`config.mk`:
```
export PLATFORM = sky130hd
export DESIGN_NAME = cad_coproc_access_decode
export DESIGN_NICKNAME = d
export VERILOG_FILES = /design/src/hdl/cad_pkg.sv /design/src/hdl/cad_coproc_access_decode.sv
export SDC_FILE = /design/constraint.sdc
export NUM_CORES = 1
export LEC_CHECK = 0
export BUFFER_PORTS_ARGS = -buffer_cell sky130_fd_sc_hd__buf_2
export CORE_ASPECT_RATIO = 0.7
export CORE_MARGIN = 2
export CORE_UTILIZATION = 52
export DETAILED_ROUTE_END_ITERATION = 8
export GPL_TIMING_DRIVEN = 0
export PLACE_DENSITY_LB_ADDON = 0.3
export REMOVE_ABC_BUFFERS = 1
export SLEW_MARGIN = 20
export SYNTH_ARGS = -nofsm -noshare
export SYNTH_HDL_FRONTEND = slang
export SYNTH_SLANG_ARGS = --single-unit
export TNS_END_PERCENT = 20
```
`constraint.sdc`:
```
create_clock -name i_mclk -period 3.1 [get_ports i_mclk]
set_input_delay 0.465 -clock i_mclk [delete_from_list [all_inputs] [get_ports i_mclk]]
set_output_delay 0.465 -clock i_mclk [all_outputs]
set_load 0.05 [all_outputs]
```
`src/hdl/cad_pkg.sv`:
```
// Purpose: Shared constants for the coprocessor access decoder.
// Assumes: 32-bit instruction words as issued by the core pipeline.
// Notes:   Field positions and coprocessor numbers are named here only.
package cad_pkg;
	// ****************************************************************
	// Instruction field positions
	// ****************************************************************
	localparam int COND_HI   = 31;
	localparam int COND_LO   = 28;
	localparam int CLS_HI    = 27;
	localparam int CLS_LO    = 24;
	localparam int LS_HI     = 27;
	localparam int LS_LO     = 25;
	localparam int DUAL_HI   = 27;
	localparam int DUAL_LO   = 21;
	localparam int OPC1_HI   = 23;
	localparam int OPC1_LO   = 21;
	localparam int DIR_BIT   = 20;
	localparam int CRS_HI    = 19;
	localparam int CRS_LO    = 16;
	localparam int GPR_HI    = 15;
	localparam int GPR_LO    = 12;
	localparam int CPN_HI    = 11;
	localparam int CPN_LO    = 8;
	localparam int OPC2_HI   = 7;
	localparam int OPC2_LO   = 5;
	localparam int RT_BIT    = 4;
	localparam int AUX_HI    = 3;
	localparam int AUX_LO    = 0;
	localparam int OFS_HI    = 7;
	localparam int OFS_LO    = 0;

	// ****************************************************************
	// Opcode patterns and coprocessor numbers
	// ****************************************************************
	localparam logic [3:0] CLS_CP_RT   = 4'hE;
	localparam logic [2:0] CLS_CP_LS   = 3'h6;
	localparam logic [6:0] CLS_DUAL    = 7'h62;
	localparam logic [3:0] CPN_SYSCTL  = 4'hF;
	localparam logic [3:0] CPN_DBGPERF = 4'hE;
	localparam logic [3:0] CPN_DSP     = 4'h0;

	// Target select one-hot bit positions
	localparam int TGT_SYSCTL  = 0;
	localparam int TGT_DBGPERF = 1;
	localparam int TGT_DSP     = 2;

	// Condition codes
	localparam logic [3:0] CC_EQ = 4'h0;
	localparam logic [3:0] CC_NE = 4'h1;
	localparam logic [3:0] CC_CS = 4'h2;
	localparam logic [3:0] CC_CC = 4'h3;
	localparam logic [3:0] CC_MI = 4'h4;
	localparam logic [3:0] CC_PL = 4'h5;
	localparam logic [3:0] CC_VS = 4'h6;
	localparam logic [3:0] CC_VC = 4'h7;
	localparam logic [3:0] CC_HI = 4'h8;
	localparam logic [3:0] CC_LS = 4'h9;
	localparam logic [3:0] CC_GE = 4'hA;
	localparam logic [3:0] CC_LT = 4'hB;
	localparam logic [3:0] CC_GT = 4'hC;
	localparam logic [3:0] CC_LE = 4'hD;
	localparam logic [3:0] CC_AL = 4'hE;
endpackage

```
`src/hdl/cad_coproc_access_decode.sv`:
```
// Purpose: Decode coprocessor instructions, select target, check access.
// Assumes: One instruction offered per i_instr_valid pulse, flags current.
// Notes:   All results appear one clock after the instruction is offered.
//
// Notes on behaviour
// - System-control coprocessor access in user mode raises undefined.
// - Load/store to system-control coprocessor raises undefined always.
// - Privileged debug/perf unit takes register moves and load/store.
// - Debug/perf coprocessor access in user mode raises undefined.
// - Data-op and dual moves to those two units raise undefined.
// - Direction bit 0 writes coprocessor register, 1 reads it.
// - Coprocessor register number comes from bits 19:16 for register moves, from 15:12 for load/store.
// - Core register number comes from bits 15:12 for register moves; load/store gives zero.
// - Coprocessor number 1111 system-control, 1110 debug/perf, 0000 DSP.
// - Unused register bits read undefined; software writes them zero.
// - System-control writes may land later; completion is observable.
// - Coprocessor zero carries the DSP-specific instructions.
// - Load/store to coprocessors one to thirteen raises undefined.
// - Debug/perf load/store moves one word, opcode and aux fields zero.
// - Load/store direction bit 0 stores, 1 loads.
`timescale 1ns/1ps
module cad_coproc_access_decode (
	input  wire logic        i_mclk,
	input  wire logic        i_sys_rst,
	input  wire logic        i_instr_valid,
	input  wire logic [31:0] i_instr,
	input  wire logic [3:0]  i_nzcv,
	input  wire logic        i_privileged,
	input  wire logic        i_sysctl_done,
	output logic             o_xfer_valid,
	output logic             o_xfer_to_coproc,
	output logic [2:0]       o_target,
	output logic [3:0]       o_coproc_reg,
	output logic [3:0]       o_core_reg,
	output logic [2:0]       o_opcode2,
	output logic [3:0]       o_aux_func,
	output logic             o_mem_valid,
	output logic             o_mem_load,
	output logic [3:0]       o_mem_base_reg,
	output logic [7:0]       o_mem_offset,
	output logic             o_dsp_valid,
	output logic [31:0]      o_dsp_instr,
	output logic             o_undef,
	output logic             o_cond_fail,
	output logic             o_sysctl_pending
);
	// ****************************************************************
	// Condition evaluation
	// ****************************************************************
	function automatic logic cond_pass(input logic [3:0] cc,
		input logic [3:0] f);
		logic n, z, c, v;
		n = f[3];
		z = f[2];
		c = f[1];
		v = f[0];
		unique case (cc)
			cad_pkg::CC_EQ: cond_pass = z;
			cad_pkg::CC_NE: cond_pass = !z;
			cad_pkg::CC_CS: cond_pass = c;
			cad_pkg::CC_CC: cond_pass = !c;
			cad_pkg::CC_MI: cond_pass = n;
			cad_pkg::CC_PL: cond_pass = !n;
			cad_pkg::CC_VS: cond_pass = v;
			cad_pkg::CC_VC: cond_pass = !v;
			cad_pkg::CC_HI: cond_pass = c && !z;
			cad_pkg::CC_LS: cond_pass = !c || z;
			cad_pkg::CC_GE: cond_pass = (n == v);
			cad_pkg::CC_LT: cond_pass = (n != v);
			cad_pkg::CC_GT: cond_pass = !z && (n == v);
			cad_pkg::CC_LE: cond_pass = z || (n != v);
			cad_pkg::CC_AL: cond_pass = 1'b1;
			// Never-execute space gives no coprocessor access here
			default:        cond_pass = 1'b0;
		endcase
	endfunction

	// ****************************************************************
	// Instruction class decode
	// ****************************************************************
	wire logic [3:0] f_cond = i_instr[cad_pkg::COND_HI:cad_pkg::COND_LO];
	wire logic [3:0] f_cpn  = i_instr[cad_pkg::CPN_HI:cad_pkg::CPN_LO];
	wire logic       f_dir  = i_instr[cad_pkg::DIR_BIT];

	// Fixed opcode patterns
	wire logic is_cp13 = (i_instr[cad_pkg::CLS_HI:cad_pkg::CLS_LO]
		== cad_pkg::CLS_CP_RT);
	wire logic is_rt   = is_cp13 && i_instr[cad_pkg::RT_BIT];
	wire logic is_dop  = is_cp13 && !i_instr[cad_pkg::RT_BIT];
	wire logic is_dual = (i_instr[cad_pkg::DUAL_HI:cad_pkg::DUAL_LO]
		== cad_pkg::CLS_DUAL);
	wire logic is_ls   = (i_instr[cad_pkg::LS_HI:cad_pkg::LS_LO]
		== cad_pkg::CLS_CP_LS) && !is_dual;
	wire logic is_cp   = is_rt || is_dop || is_dual || is_ls;

	// Condition must pass before any access or exception
	wire logic go      = i_instr_valid && is_cp;
	wire logic passed  = cond_pass(f_cond, i_nzcv);
	wire logic act     = go && passed;

	// Target selection by coprocessor number
	wire logic sel_sys = (f_cpn == cad_pkg::CPN_SYSCTL);
	wire logic sel_dbg = (f_cpn == cad_pkg::CPN_DBGPERF);
	wire logic sel_dsp = (f_cpn == cad_pkg::CPN_DSP);

	// ****************************************************************
	// Access checks
	// ****************************************************************
	wire logic bad_user = (sel_sys || sel_dbg) && !i_privileged;
	wire logic bad_sysls = sel_sys && is_ls;
	wire logic bad_kind = (sel_sys || sel_dbg)
		&& (is_dop || is_dual);
	// Only the debug/perf unit accepts load/store
	wire logic bad_ls   = is_ls && !sel_dbg;
	wire logic bad_num  = !(sel_sys || sel_dbg || sel_dsp);
	wire logic fault    = bad_user || bad_sysls || bad_kind
		|| bad_ls || bad_num;

	wire logic ok       = act && !fault;
	wire logic ok_rt    = ok && is_rt && !sel_dsp;
	wire logic ok_ls    = ok && is_ls;
	wire logic ok_dsp   = ok && sel_dsp && !is_ls;

	// Hardware sets the pending flag; completion clears it, set wins
	wire logic sys_wr   = ok_rt && sel_sys && !f_dir;
	wire logic next_pending = sys_wr || (o_sysctl_pending && !i_sysctl_done);

	// ****************************************************************
	// Registered outputs
	// ****************************************************************
	always_ff @(posedge i_mclk) begin
		if (i_sys_rst) begin
			o_xfer_valid     <= 1'b0;
			o_xfer_to_coproc <= 1'b0;
			o_target         <= 3'h0;
			o_coproc_reg     <= 4'h0;
			o_core_reg       <= 4'h0;
			o_opcode2        <= 3'h0;
			o_aux_func       <= 4'h0;
			o_mem_valid      <= 1'b0;
			o_mem_load       <= 1'b0;
			o_mem_base_reg   <= 4'h0;
			o_mem_offset     <= 8'h00;
			o_dsp_valid      <= 1'b0;
			o_dsp_instr      <= 32'h0000_0000;
			o_undef          <= 1'b0;
			o_cond_fail      <= 1'b0;
			o_sysctl_pending <= 1'b0;
		end else begin
			o_xfer_valid     <= ok_rt;
			o_mem_valid      <= ok_ls;
			o_dsp_valid      <= ok_dsp;
			o_undef          <= act && fault;
			o_cond_fail      <= go && !passed;
			o_sysctl_pending <= next_pending;
			if (ok) begin
				o_target <= {sel_dsp, sel_dbg, sel_sys};
				// Register move: 0 writes coprocessor
				o_xfer_to_coproc <= !f_dir;
				// Load/store: 1 loads from memory
				o_mem_load   <= f_dir;
				o_mem_base_reg <= i_instr[cad_pkg::CRS_HI:cad_pkg::CRS_LO];
				o_mem_offset <= i_instr[cad_pkg::OFS_HI:cad_pkg::OFS_LO];
				o_dsp_instr  <= i_instr;
				if (is_ls) begin
					// Coprocessor register sits in 15:12 here
					o_coproc_reg <= i_instr[cad_pkg::GPR_HI:cad_pkg::GPR_LO];
					o_core_reg   <= 4'h0;
					o_opcode2    <= 3'h0;
					o_aux_func   <= 4'h0;
				end else begin
					o_coproc_reg <= i_instr[cad_pkg::CRS_HI:cad_pkg::CRS_LO];
					o_core_reg   <= i_instr[cad_pkg::GPR_HI:cad_pkg::GPR_LO];
					// Passed unchecked: the core keeps them zero
					o_opcode2    <= i_instr[cad_pkg::OPC2_HI:cad_pkg::OPC2_LO];
					o_aux_func   <= i_instr[cad_pkg::AUX_HI:cad_pkg::AUX_LO];
				end
			end
		end
	end
endmodule

```
==> flow_metrics.py, run 1 <==
metrics = {
    "outcome": {
        "status": "completed",
    },
    "die": {
        "coreArea_sq_mm": 0.005175,
        "dieArea_sq_mm": 0.005929,
        "io_pins": 111,
        "floorplan.initialDensity_pct": 53.46,
        "chipWidth_microns": 91.18,
        "die_h_microns": 65.03,
        "num_rows": 22,
    },
    "cts": {
        "cts_resized": 0,
        "post_cts_buffers": 0,
        "clk_latency_ns": 0.33,
        "postCtsHoldBufs": 0,
        "clock_path_buffers": 2,
        "path_clk_slew_ns": 0.06,
        "htreeDepth": 3,
        "cts_sinks": 57,
        "cts_root_buf": "clkbuf_8",
        "cts_tree": "done",
        "cts_buffers": 9,
    },
    "critical_path": {
        "startpoint": "i_instr[8]",
        "critPathRequiredTime_ns": 3.32,
        "slowest_stage": "o21a_4",
        "start_kind": "primary input",
        "cp-end-kind": "flop",
        "reg2reg_from": "o_xfer_to_coproc",
        "crit_path_max_incr_delay_ns": 0.59,
        "critPathKind": "primary input to flop",
        "crit_buf_inv": 1,
        "path_delay_family": "compound AO/OA/AOI/OAI gates",
        "cp.arrival_ns": 2.50,
        "worstPathMaxFanout": 37,
        "crit_chain": "buf_2 > nor4_2 > o21ai_0 > a31oi_4 > o21a_4 > mux2_4",
    },
    "pwr": {
        "cellPowerDensity_mw_per_mm2": 463.9,
        "ir_drop_mv": 0.3262,
        "leakage_nw": 1.630,
        "fin_total_pwr_w": 0.001565,
    },
    "logic_synthesis": {
        "ys_types": 45,
        "synth.cell_area_sq_mm": 0.002766,
        "synth_edf_count": 0,
        "ys.flop_type": "dfxtp_1",
        "syn-mean-instance-area_sq_um": 9.283,
        "synth_xor_xnor_area_share_pct": 0.3166,
        "ys_ff_latch": 57,
        "yosysMostFrequentCell": "nand2_1",
        "synth_top_family_by_area": "simple AND/OR/NAND/NOR gates",
        "synthMuxAreaShare_pct": 19.86,
        "syn_inst": 298,
        "yosysTopAreaCell": "dfxtp_1",
        "synth_compound_area_share_pct": 7.191,
        "yosys.area_share.simple_pct": 21.62,
        "synth_common_cells": "82 x nand2_1, 57 x dfxtp_1, 46 x mux2i_1",
        "async_flop_share_pct": 0,
        "synth_top_area_share_pct": 41.25,
        "ys_seq_area_share_pct": 41.25,
        "synthAdderAreaFrac_pct": 0,
        "synth_area_leaders": "dfxtp_1 41%, mux2i_1 17%, nand2_1 11%",
        "yosys_warnings": 0,
    },
    "placed_design": {
        "dp_hpwl_microns": 4315,
        "post-place-ws_ns": 0.4618,
        "gp_congestion": 0.8001,
        "port_buffers": 110,
    },
    "routing": {
        "vias_per_cell": 4.957,
        "drc_errors": 0,
        "dr.pass1.iters": 4,
        "wl_per_cell_microns": 13.00,
        "drt_iter0_markers": 88,
        "ant_nets": 0,
        "vias": 2290,
        "wl_microns": 6005,
    },
    "timing": {
        "finalSetupViolations": 0,
        "rsz0062_at_grt": "no",
        "finClkSkew_ns": 0,
        "hold_viol": 0,
        "setup_ws_ns": 0.8182,
        "worstMarginPinSlew_ns": 0.7272,
        "min_period_over_period_pct": 73.61,
        "slew_headroom_pct": 51.52,
        "timing.hold.ws_ns": 0.3593,
        "finalCriticalPeriod_ns": 2.282,
        "finalSetupTns_ns": 0,
        "timing.final.max_slew_violations": 0,
        "max_freq_mhz": 438.3,
    },
    "min_path": {
        "worstHoldPathType": "primary input to flop",
        "worstHoldStart": "i_instr[20]",
    },
    "cells_and_area": {
        "fillers": 475,
        "top_regs": "o_dsp_instr x22, o_mem_offset x7",
        "diodes": 0,
        "area_growth_pct": 21.94,
        "regMostFlops": "o_dsp_instr",
        "drive_gt1_share_pct": 36.15,
        "fin_nets": 427,
        "largest_reg_flops": 22,
    },
    "global_routing": {
        "antenna_found_initial": 0,
        "track_usage_pct": 21.22,
        "grt-ovfl-total": 0,
        "grt_util_met1_pct": 25.23,
        "grt_max_degree": 56,
        "grt_pass1_wl_microns": 9804,
        "grt_pass1_vias": 2129,
        "grt_use_met2_pct": 35.37,
        "gr-usage-met3_pct": 7.093,
        "grt_busiest_layer": "met2",
    },
    "job": {
        "maxCapViolations": 0,
    },
}
==> through the flow <==
stage | instance area, sq um | util [%] | instances
floorplan | 2515 | - | 264
global placement | 3156 | 60.98 | 446
detailed placement | 3178 | 61.41 | 447
CTS | 3373 | 65.18 | 462
global route | 3373 | 65.18 | 462
finish | 3373 | 65.18 | 462
==> worst paths after layout <==
path / endpoint / cells past startpoint / slack (ns)
max reg2reg: o_xfer_to_coproc / 2 / 2.29
max: o_xfer_to_coproc / 6 / 0.82
min: o_sysctl_pending / 2 / 0.36
min reg2reg: o_dsp_instr[29] / 2 / 0.45
==> power by group <==
part / leakage (nW) / switching, W / internal (W) / total, W
logic: 1.07 / 0.0000879 / 0.0000547 / 0.000143
clock network: 0.102 / 0.000278 / 0.000408 / 0.000686
registers: 0.459 / 0.00000136 / 0.000735 / 0.000737
total: 1.63 / 0.000367 / 0.00120 / 0.00156
==> final cells by class <==
type                       count  area [sq um]  share of cell area (%)
inverter                       5         21.27                  0.6306
timing repair buffer         111         570.5                   16.91
multi-input combinational    202          1355                   40.17
clock buffer                  12         155.1                   4.599
clock inverter                 3         40.04                   1.187
tap                           72         90.09                   2.671
sequential                    57          1141                   33.83
==> metal layers <==
layer / wire length [microns] / up-vias / share of wire [%]
met5: 0 / - / 0
met3: 438 / 9 / 7.3
met4: 88 / 0 / 1.5
met2: 2739 / 68 / 46
met1: 2739 / 1038 / 46
li1: - / 1175 / -
==> cells in the final DEF (no fill, tap or decap), types with 2 or more instances in the layout <==
cell	n
clkinv_2	2
inv_1	4
o21ai_1	5
nand2_1	82
mux2_4	2
nor3_1	4
mux2i_1	46
o211ai_1	3
and3_1	2
dfxtp_1	57
nand3_1	12
o21a_1	2
nand4_1	3
buf_2	110
mux2_2	4
clkbuf_8	11
nor2_1	5
nor2b_1	3
o21ai_0	2
nand3b_1	4
==> logic make-up after synthesis <==
family | after synthesis
AO/OA/AOI/OAI | 22
XOR/XNOR | 1
buffers and inverters | 39
flip-flops | 57
multiplexers | 53
AND/OR/NAND/NOR | 126
==> worst reg2reg max path, delay by kind of cell (launching register included) <==
kind / cells / cell delay (ns)
DFF: 1 / 0.31
muxes: 1 / 0.27
and+or+nand+nor: 1 / 0.12
Note: power is estimated with default switching activity, not from simulation.
==> run 2, diff against run 1 <==
CORE_UTILIZATION = 48   (was 52)
clock period = 2.1 ns   (was 3.1 ns; I/O delays follow)
==> run 2 against run 1 <==
  * Total power is 58% higher
  * Highest routed layer unchanged
  * Core utilization is 4.3 points lower
  * Clock skew stayed put
  * First-iteration DRC count is 30% lower
  * Sequential share of layout area is 0.59 points lower
==> flow_metrics.py, run 2 (synthesis results as in run 1) <==
metrics = {
    "pwr": {
        "p_clk_share_pct": 47.1,
        "ir_drop_mv": 0.3636,
        "p_comb_share_pct": 8.8,
        "sw_frac_of_total_pct": 23.11,
        "p_int_w": 0.001896,
        "netSwitchingPower_w": 0.0005699,
        "cellPowerDensity_mw_per_mm2": 718.2,
        "seqPwrFrac_pct": 44.1,
        "leakage_nw": 1.651,
    },
    "die": {
        "io_pins": 111,
        "die_h_microns": 67.52,
        "floorplan.initialDensity_pct": 49.05,
        "chipWidth_microns": 94.74,
        "dieArea_sq_mm": 0.006396,
        "num_rows": 23,
        "coreArea_sq_mm": 0.005640,
    },
    "critical_path": {
        "reg2reg_from": "o_xfer_to_coproc",
        "r2r_slack_ns": 1.29,
        "startpoint": "i_instr[8]",
        "cp-end-kind": "flop",
        "r2r_end": "o_xfer_to_coproc",
        "reg2reg_depth": 2,
        "critPathRequiredTime_ns": 2.32,
        "cp.arrival_ns": 2.20,
        "start_kind": "primary input",
        "critPathKind": "primary input to flop",
        "worstPathMaxFanout": 19,
    },
    "global_routing": {
        "grt_pass1_vias": 2008,
        "antenna_found_initial": 0,
        "track_usage_pct": 19.67,
        "grt_pass1_wl_microns": 9453,
        "grt-ovfl-total": 0,
        "grt_max_degree": 69,
    },
    "cells_and_area": {
        "fin_nets": 428,
        "largest_reg_flops": 22,
        "regMostFlops": "o_dsp_instr",
        "layout_commonest_cell": "buf_2",
        "mostFrequentLayoutCells": "110 x buf_2, 82 x nand2_1, 57 x dfxtp_1",
        "diodes": 0,
        "top_regs": "o_dsp_instr x22, o_mem_offset x7",
        "area_growth_pct": 24.11,
        "drive_gt1_share_pct": 36.73,
    },
    "routing": {
        "dr.pass1.iters": 4,
        "wl_microns": 6160,
        "drc_errors": 0,
        "drt_iter0_markers": 62,
        "vias_per_cell": 4.976,
        "wl_per_cell_microns": 13.19,
        "ant_nets": 0,
        "vias": 2324,
    },
    "timing": {
        "finClkSkew_ns": 0,
        "timing.hold.ws_ns": 0.1951,
        "min_period_over_period_pct": 94.32,
        "finalSetupViolations": 0,
        "hold_viol": 0,
        "finalSetupTns_ns": 0,
        "max_freq_mhz": 504.9,
        "finalCriticalPeriod_ns": 1.981,
        "timing.final.max_slew_violations": 0,
        "slew_headroom_pct": 51.92,
        "worstMarginPinSlew_ns": 0.7212,
        "rsz0062_at_grt": "no",
    },
    "cts": {
        "cts_sinks": 57,
        "path_clk_slew_ns": 0.06,
        "clk_latency_ns": 0.33,
        "postCtsHoldBufs": 0,
        "post_cts_buffers": 0,
        "clock_path_buffers": 2,
        "cts_root_buf": "clkbuf_8",
        "cts_tree": "done",
        "htreeDepth": 3,
        "cts_buffers": 9,
    },
    "placed_design": {
        "gp_congestion": 0.7974,
        "port_buffers": 110,
        "dp_hpwl_microns": 4192,
    },
    "job": {
        "maxCapViolations": 0,
    },
    "min_path": {
        "min_to": "o_sysctl_pending",
        "min_path_cells": 2,
        "worstHoldPathType": "primary input to flop",
        "worstHoldStart": "i_instr[20]",
    },
    "outcome": {
        "status": "completed",
    },
}
run 2: power groups by stage:
stage                     logic [W]  clock network, W  registers, W
after floorplan            0.000102                 0       0.00113
final                      0.000217           0.00116       0.00109
after global routing       0.000239           0.00123       0.00109
after CTS                  0.000217           0.00119       0.00109
after detailed placement   0.000214                 0       0.00111
after global placement     0.000205                 0       0.00111
run 2: cell type report:
cell class | count | area [sq um]
timing repair buffer | 111 | 578.1
tap | 75 | 93.84
inverter | 5 | 21.27
clock buffer | 11 | 151.4
sequential | 57 | 1141
fill | 504 | 2207
clock inverter | 5 | 77.57
multi-input combinational | 203 | 1370
run 2: critical path, stage by stage:
cell     delay, ns
buf_2         0.13
nor4_2        0.34
o21ai_0       0.27
a31oi_4       0.37
o21a_4        0.44
mux2_4        0.33
run 2: repair_timing:
action | in CTS | in global routing
setup endpoints to repair | 1 | 3
gates cloned | 1 | 0
gates resized for setup | 0 | 1
pin swaps | 0 | 0
run 2: worst max-delay path by stage:
stage                       end  slack (ns)  cells past startpoint
2_1_floorplan   o_dsp_instr[10]       -0.08                      3
3_5_place_dp   o_xfer_to_coproc       -0.37                      6
6_report       o_xfer_to_coproc        0.12                      6
3_3_place_gp     o_dsp_instr[9]       -0.96                      4
4_1_cts        o_xfer_to_coproc        0.14                      6
5_1_grt        o_xfer_to_coproc        0.02                      6
run 2: metal layers:
metal  GRT usage [%]  up-vias  wire length (microns)
met5               0        -                      0
met4           7.971        0                     78
met3           7.478        9                    510
met2           29.70       89                   2650
met1           25.48     1042                   2919
li1                -     1184                      -
run 2: per-stage QoR:
stage / cell area [sq um] / utilization, % / total power (W) / cells / worst slack (ns)
3_3_place_gp: 3159 / 56.01 / 0.001317 / 449 / -0.9564
4_1_cts: 3427 / 60.76 / 0.002493 / 467 / 0.1376
3_5_place_dp: 3189 / 56.54 / 0.001326 / 450 / -0.3660
5_1_grt: 3433 / 60.87 / 0.002560 / 467 / 0.02357
2_1_floorplan: 2515 / - / 0.001232 / 264 / -0.07797
6_report: 3433 / 60.87 / 0.002466 / 467 / 0.1193
==> run 3, diff against run 2 <==
GPL_TIMING_DRIVEN = unset   (was 0)
==> run 3 against run 2 <==
  * Clock power fell by 9%
  * Non-clock buffer count increased by 9
  * Combinational power up 5%
  * Core utilization rose by 1.0 points
  * Die area stayed put
  * Sequential share of layout area is 0.56 points lower
  * Wire length decreased by 1.0%
  * Total power is 4.0% lower
==> flow_metrics.py, run 3 (synthesis results as in run 1) <==
metrics = {
    "critical_path": {
        "slowest_stage": "o21ai_4",
        "crit_buf_inv": 1,
        "crit_path_frequent_cell": "mux2i_1",
        "start_kind": "primary input",
        "critPathKind": "primary input to flop",
        "worstPathMaxFanout": 16,
        "crit_path_max_incr_delay_ns": 0.58,
        "critPathRequiredTime_ns": 2.36,
        "startpoint": "i_nzcv[3]",
        "cp-end-kind": "flop",
        "crit_chain": "buf_2 > xor2_1 > mux2i_1 > nand4_4 > o21ai_4 > mux2i_1",
        "reg2reg_from": "o_xfer_to_coproc",
        "cp.arrival_ns": 1.99,
        "path_delay_family": "compound AO/OA/AOI/OAI gates",
    },
    "cts": {
        "post_cts_buffers": 0,
        "path_clk_slew_ns": 0.06,
        "cts_root_buf": "clkbuf_8",
        "postCtsHoldBufs": 0,
        "htreeDepth": 3,
        "cts_resized": 0,
        "cts_buffers": 9,
        "clock_path_buffers": 2,
        "cts_sinks": 57,
        "clk_latency_ns": 0.33,
        "cts_tree": "done",
    },
    "placed_design": {
        "dp_cells": 459,
        "port_buffers": 110,
        "post-place-ws_ns": 0.01402,
        "dp_hpwl_microns": 4319,
        "gp_congestion": 0.8412,
    },
    "global_routing": {
        "track_usage_pct": 19.91,
        "grt_pass1_vias": 2037,
        "grt_pass1_wl_microns": 9715,
        "grt_max_degree": 94,
        "grt-ovfl-total": 0,
        "antenna_found_initial": 0,
    },
    "die": {
        "floorplan.initialDensity_pct": 49.05,
        "dieArea_sq_mm": 0.006396,
        "coreArea_sq_mm": 0.005640,
        "die_h_microns": 67.52,
        "io_pins": 111,
        "chipWidth_microns": 94.74,
        "num_rows": 23,
    },
    "job": {
        "maxCapViolations": 0,
    },
    "min_path": {
        "worstHoldPathType": "primary input to flop",
        "worstHoldStart": "i_instr[20]",
    },
    "routing": {
        "wl_microns": 6096,
        "ant_nets": 0,
        "vias": 2358,
        "wl_per_cell_microns": 12.83,
        "vias_per_cell": 4.964,
        "drt_iter0_markers": 62,
        "dr.pass1.iters": 4,
        "drc_errors": 0,
    },
    "timing": {
        "finClkSkew_ns": 0,
        "max_freq_mhz": 578.5,
        "hold_viol": 0,
        "timing.final.max_slew_violations": 0,
        "timing.hold.ws_ns": 0.1989,
        "rsz0062_at_grt": "no",
        "setup_ws_ns": 0.3713,
        "min_period_over_period_pct": 82.32,
        "finalSetupViolations": 0,
        "finalCriticalPeriod_ns": 1.729,
        "slew_headroom_pct": 54.14,
        "worstMarginPinSlew_ns": 0.6853,
    },
    "cells_and_area": {
        "layout_commonest_cell": "buf_2",
        "diodes": 0,
        "largest_reg_flops": 22,
        "final_util_pct": 61.91,
        "top_regs": "o_dsp_instr x22, o_mem_offset x7",
        "drive_gt1_share_pct": 37.50,
        "final_cells": 475,
        "area_growth_pct": 26.23,
        "regMostFlops": "o_dsp_instr",
        "fin_nets": 436,
        "mostFrequentLayoutCells": "110 x buf_2, 82 x nand2_1, 57 x dfxtp_1",
    },
    "pwr": {
        "p_comb_share_pct": 9.6,
        "leakage_nw": 1.690,
        "seqPwrFrac_pct": 45.9,
        "cellPowerDensity_mw_per_mm2": 678.0,
        "sw_frac_of_total_pct": 23.07,
        "p_int_w": 0.001821,
        "ir_drop_mv": 0.5346,
        "p_clk_share_pct": 44.5,
        "netSwitchingPower_w": 0.0005461,
    },
    "outcome": {
        "status": "completed",
    },
}
==> run 3: worst reg2reg max path: stages (launching register included) <==
cell and delay, ns:
dfxtp_1 0.32, nor2b_1 0.13, mux2_4 0.26
==> run 3: worst paths after layout <==
kind,to,slack (ns),cells past startpoint
setup reg to reg,o_xfer_to_coproc,1.28,2
hold reg to reg,o_dsp_instr[8],0.45,2
setup / recovery,o_dsp_instr[7],0.37,6
hold / removal,o_sysctl_pending,0.20,2
==> run 3: area by class of cell <==
class / count / area [sq um]
Inverter: 5 / 18.77
Clock buffer: 14 / 172.7
Multi-Input combinational cell: 202 / 1355
Tap cell: 75 / 93.84
Fill cell: 552 / 2148
Timing Repair Buffer: 120 / 675.6
Sequential cell: 57 / 1141
Clock inverter: 2 / 35.03
==> run 3: metal layers <==
layer  global-route usage, %  vias to the layer above  wire length (microns)
li1                        -                     1200                      -
met1                   27.05                     1071                   3034
met2                   28.46                       81                   2510
met3                   9.487                        6                    498
met4                   4.891                        0                     54
met5                       0                        -                      0
==> run 3: power groups by stage <==
stage / clock network (W) / logic (W) / registers [W]
after global placement: 0 / 0.000222 / 0.00111
after detailed placement: 0 / 0.000226 / 0.00111
after CTS: 0.00108 / 0.000227 / 0.00109
after floorplan: 0 / 0.000102 / 0.00113
after global routing: 0.00114 / 0.000251 / 0.00109
final: 0.00105 / 0.000227 / 0.00109
==> run 3: per-stage QoR <==
| stage | total power, W | TNS (ns) | cell area (sq um) |
|---|---|---|---|
| after floorplan | 0.001232 | -0.2339 | 2515 |
| after global placement | 0.001333 | 0 | 3284 |
| after detailed placement | 0.001338 | 0 | 3284 |
| after CTS | 0.002394 | 0 | 3492 |
| after global routing | 0.002477 | 0 | 3492 |
| final | 0.002367 | 0 | 3492 |
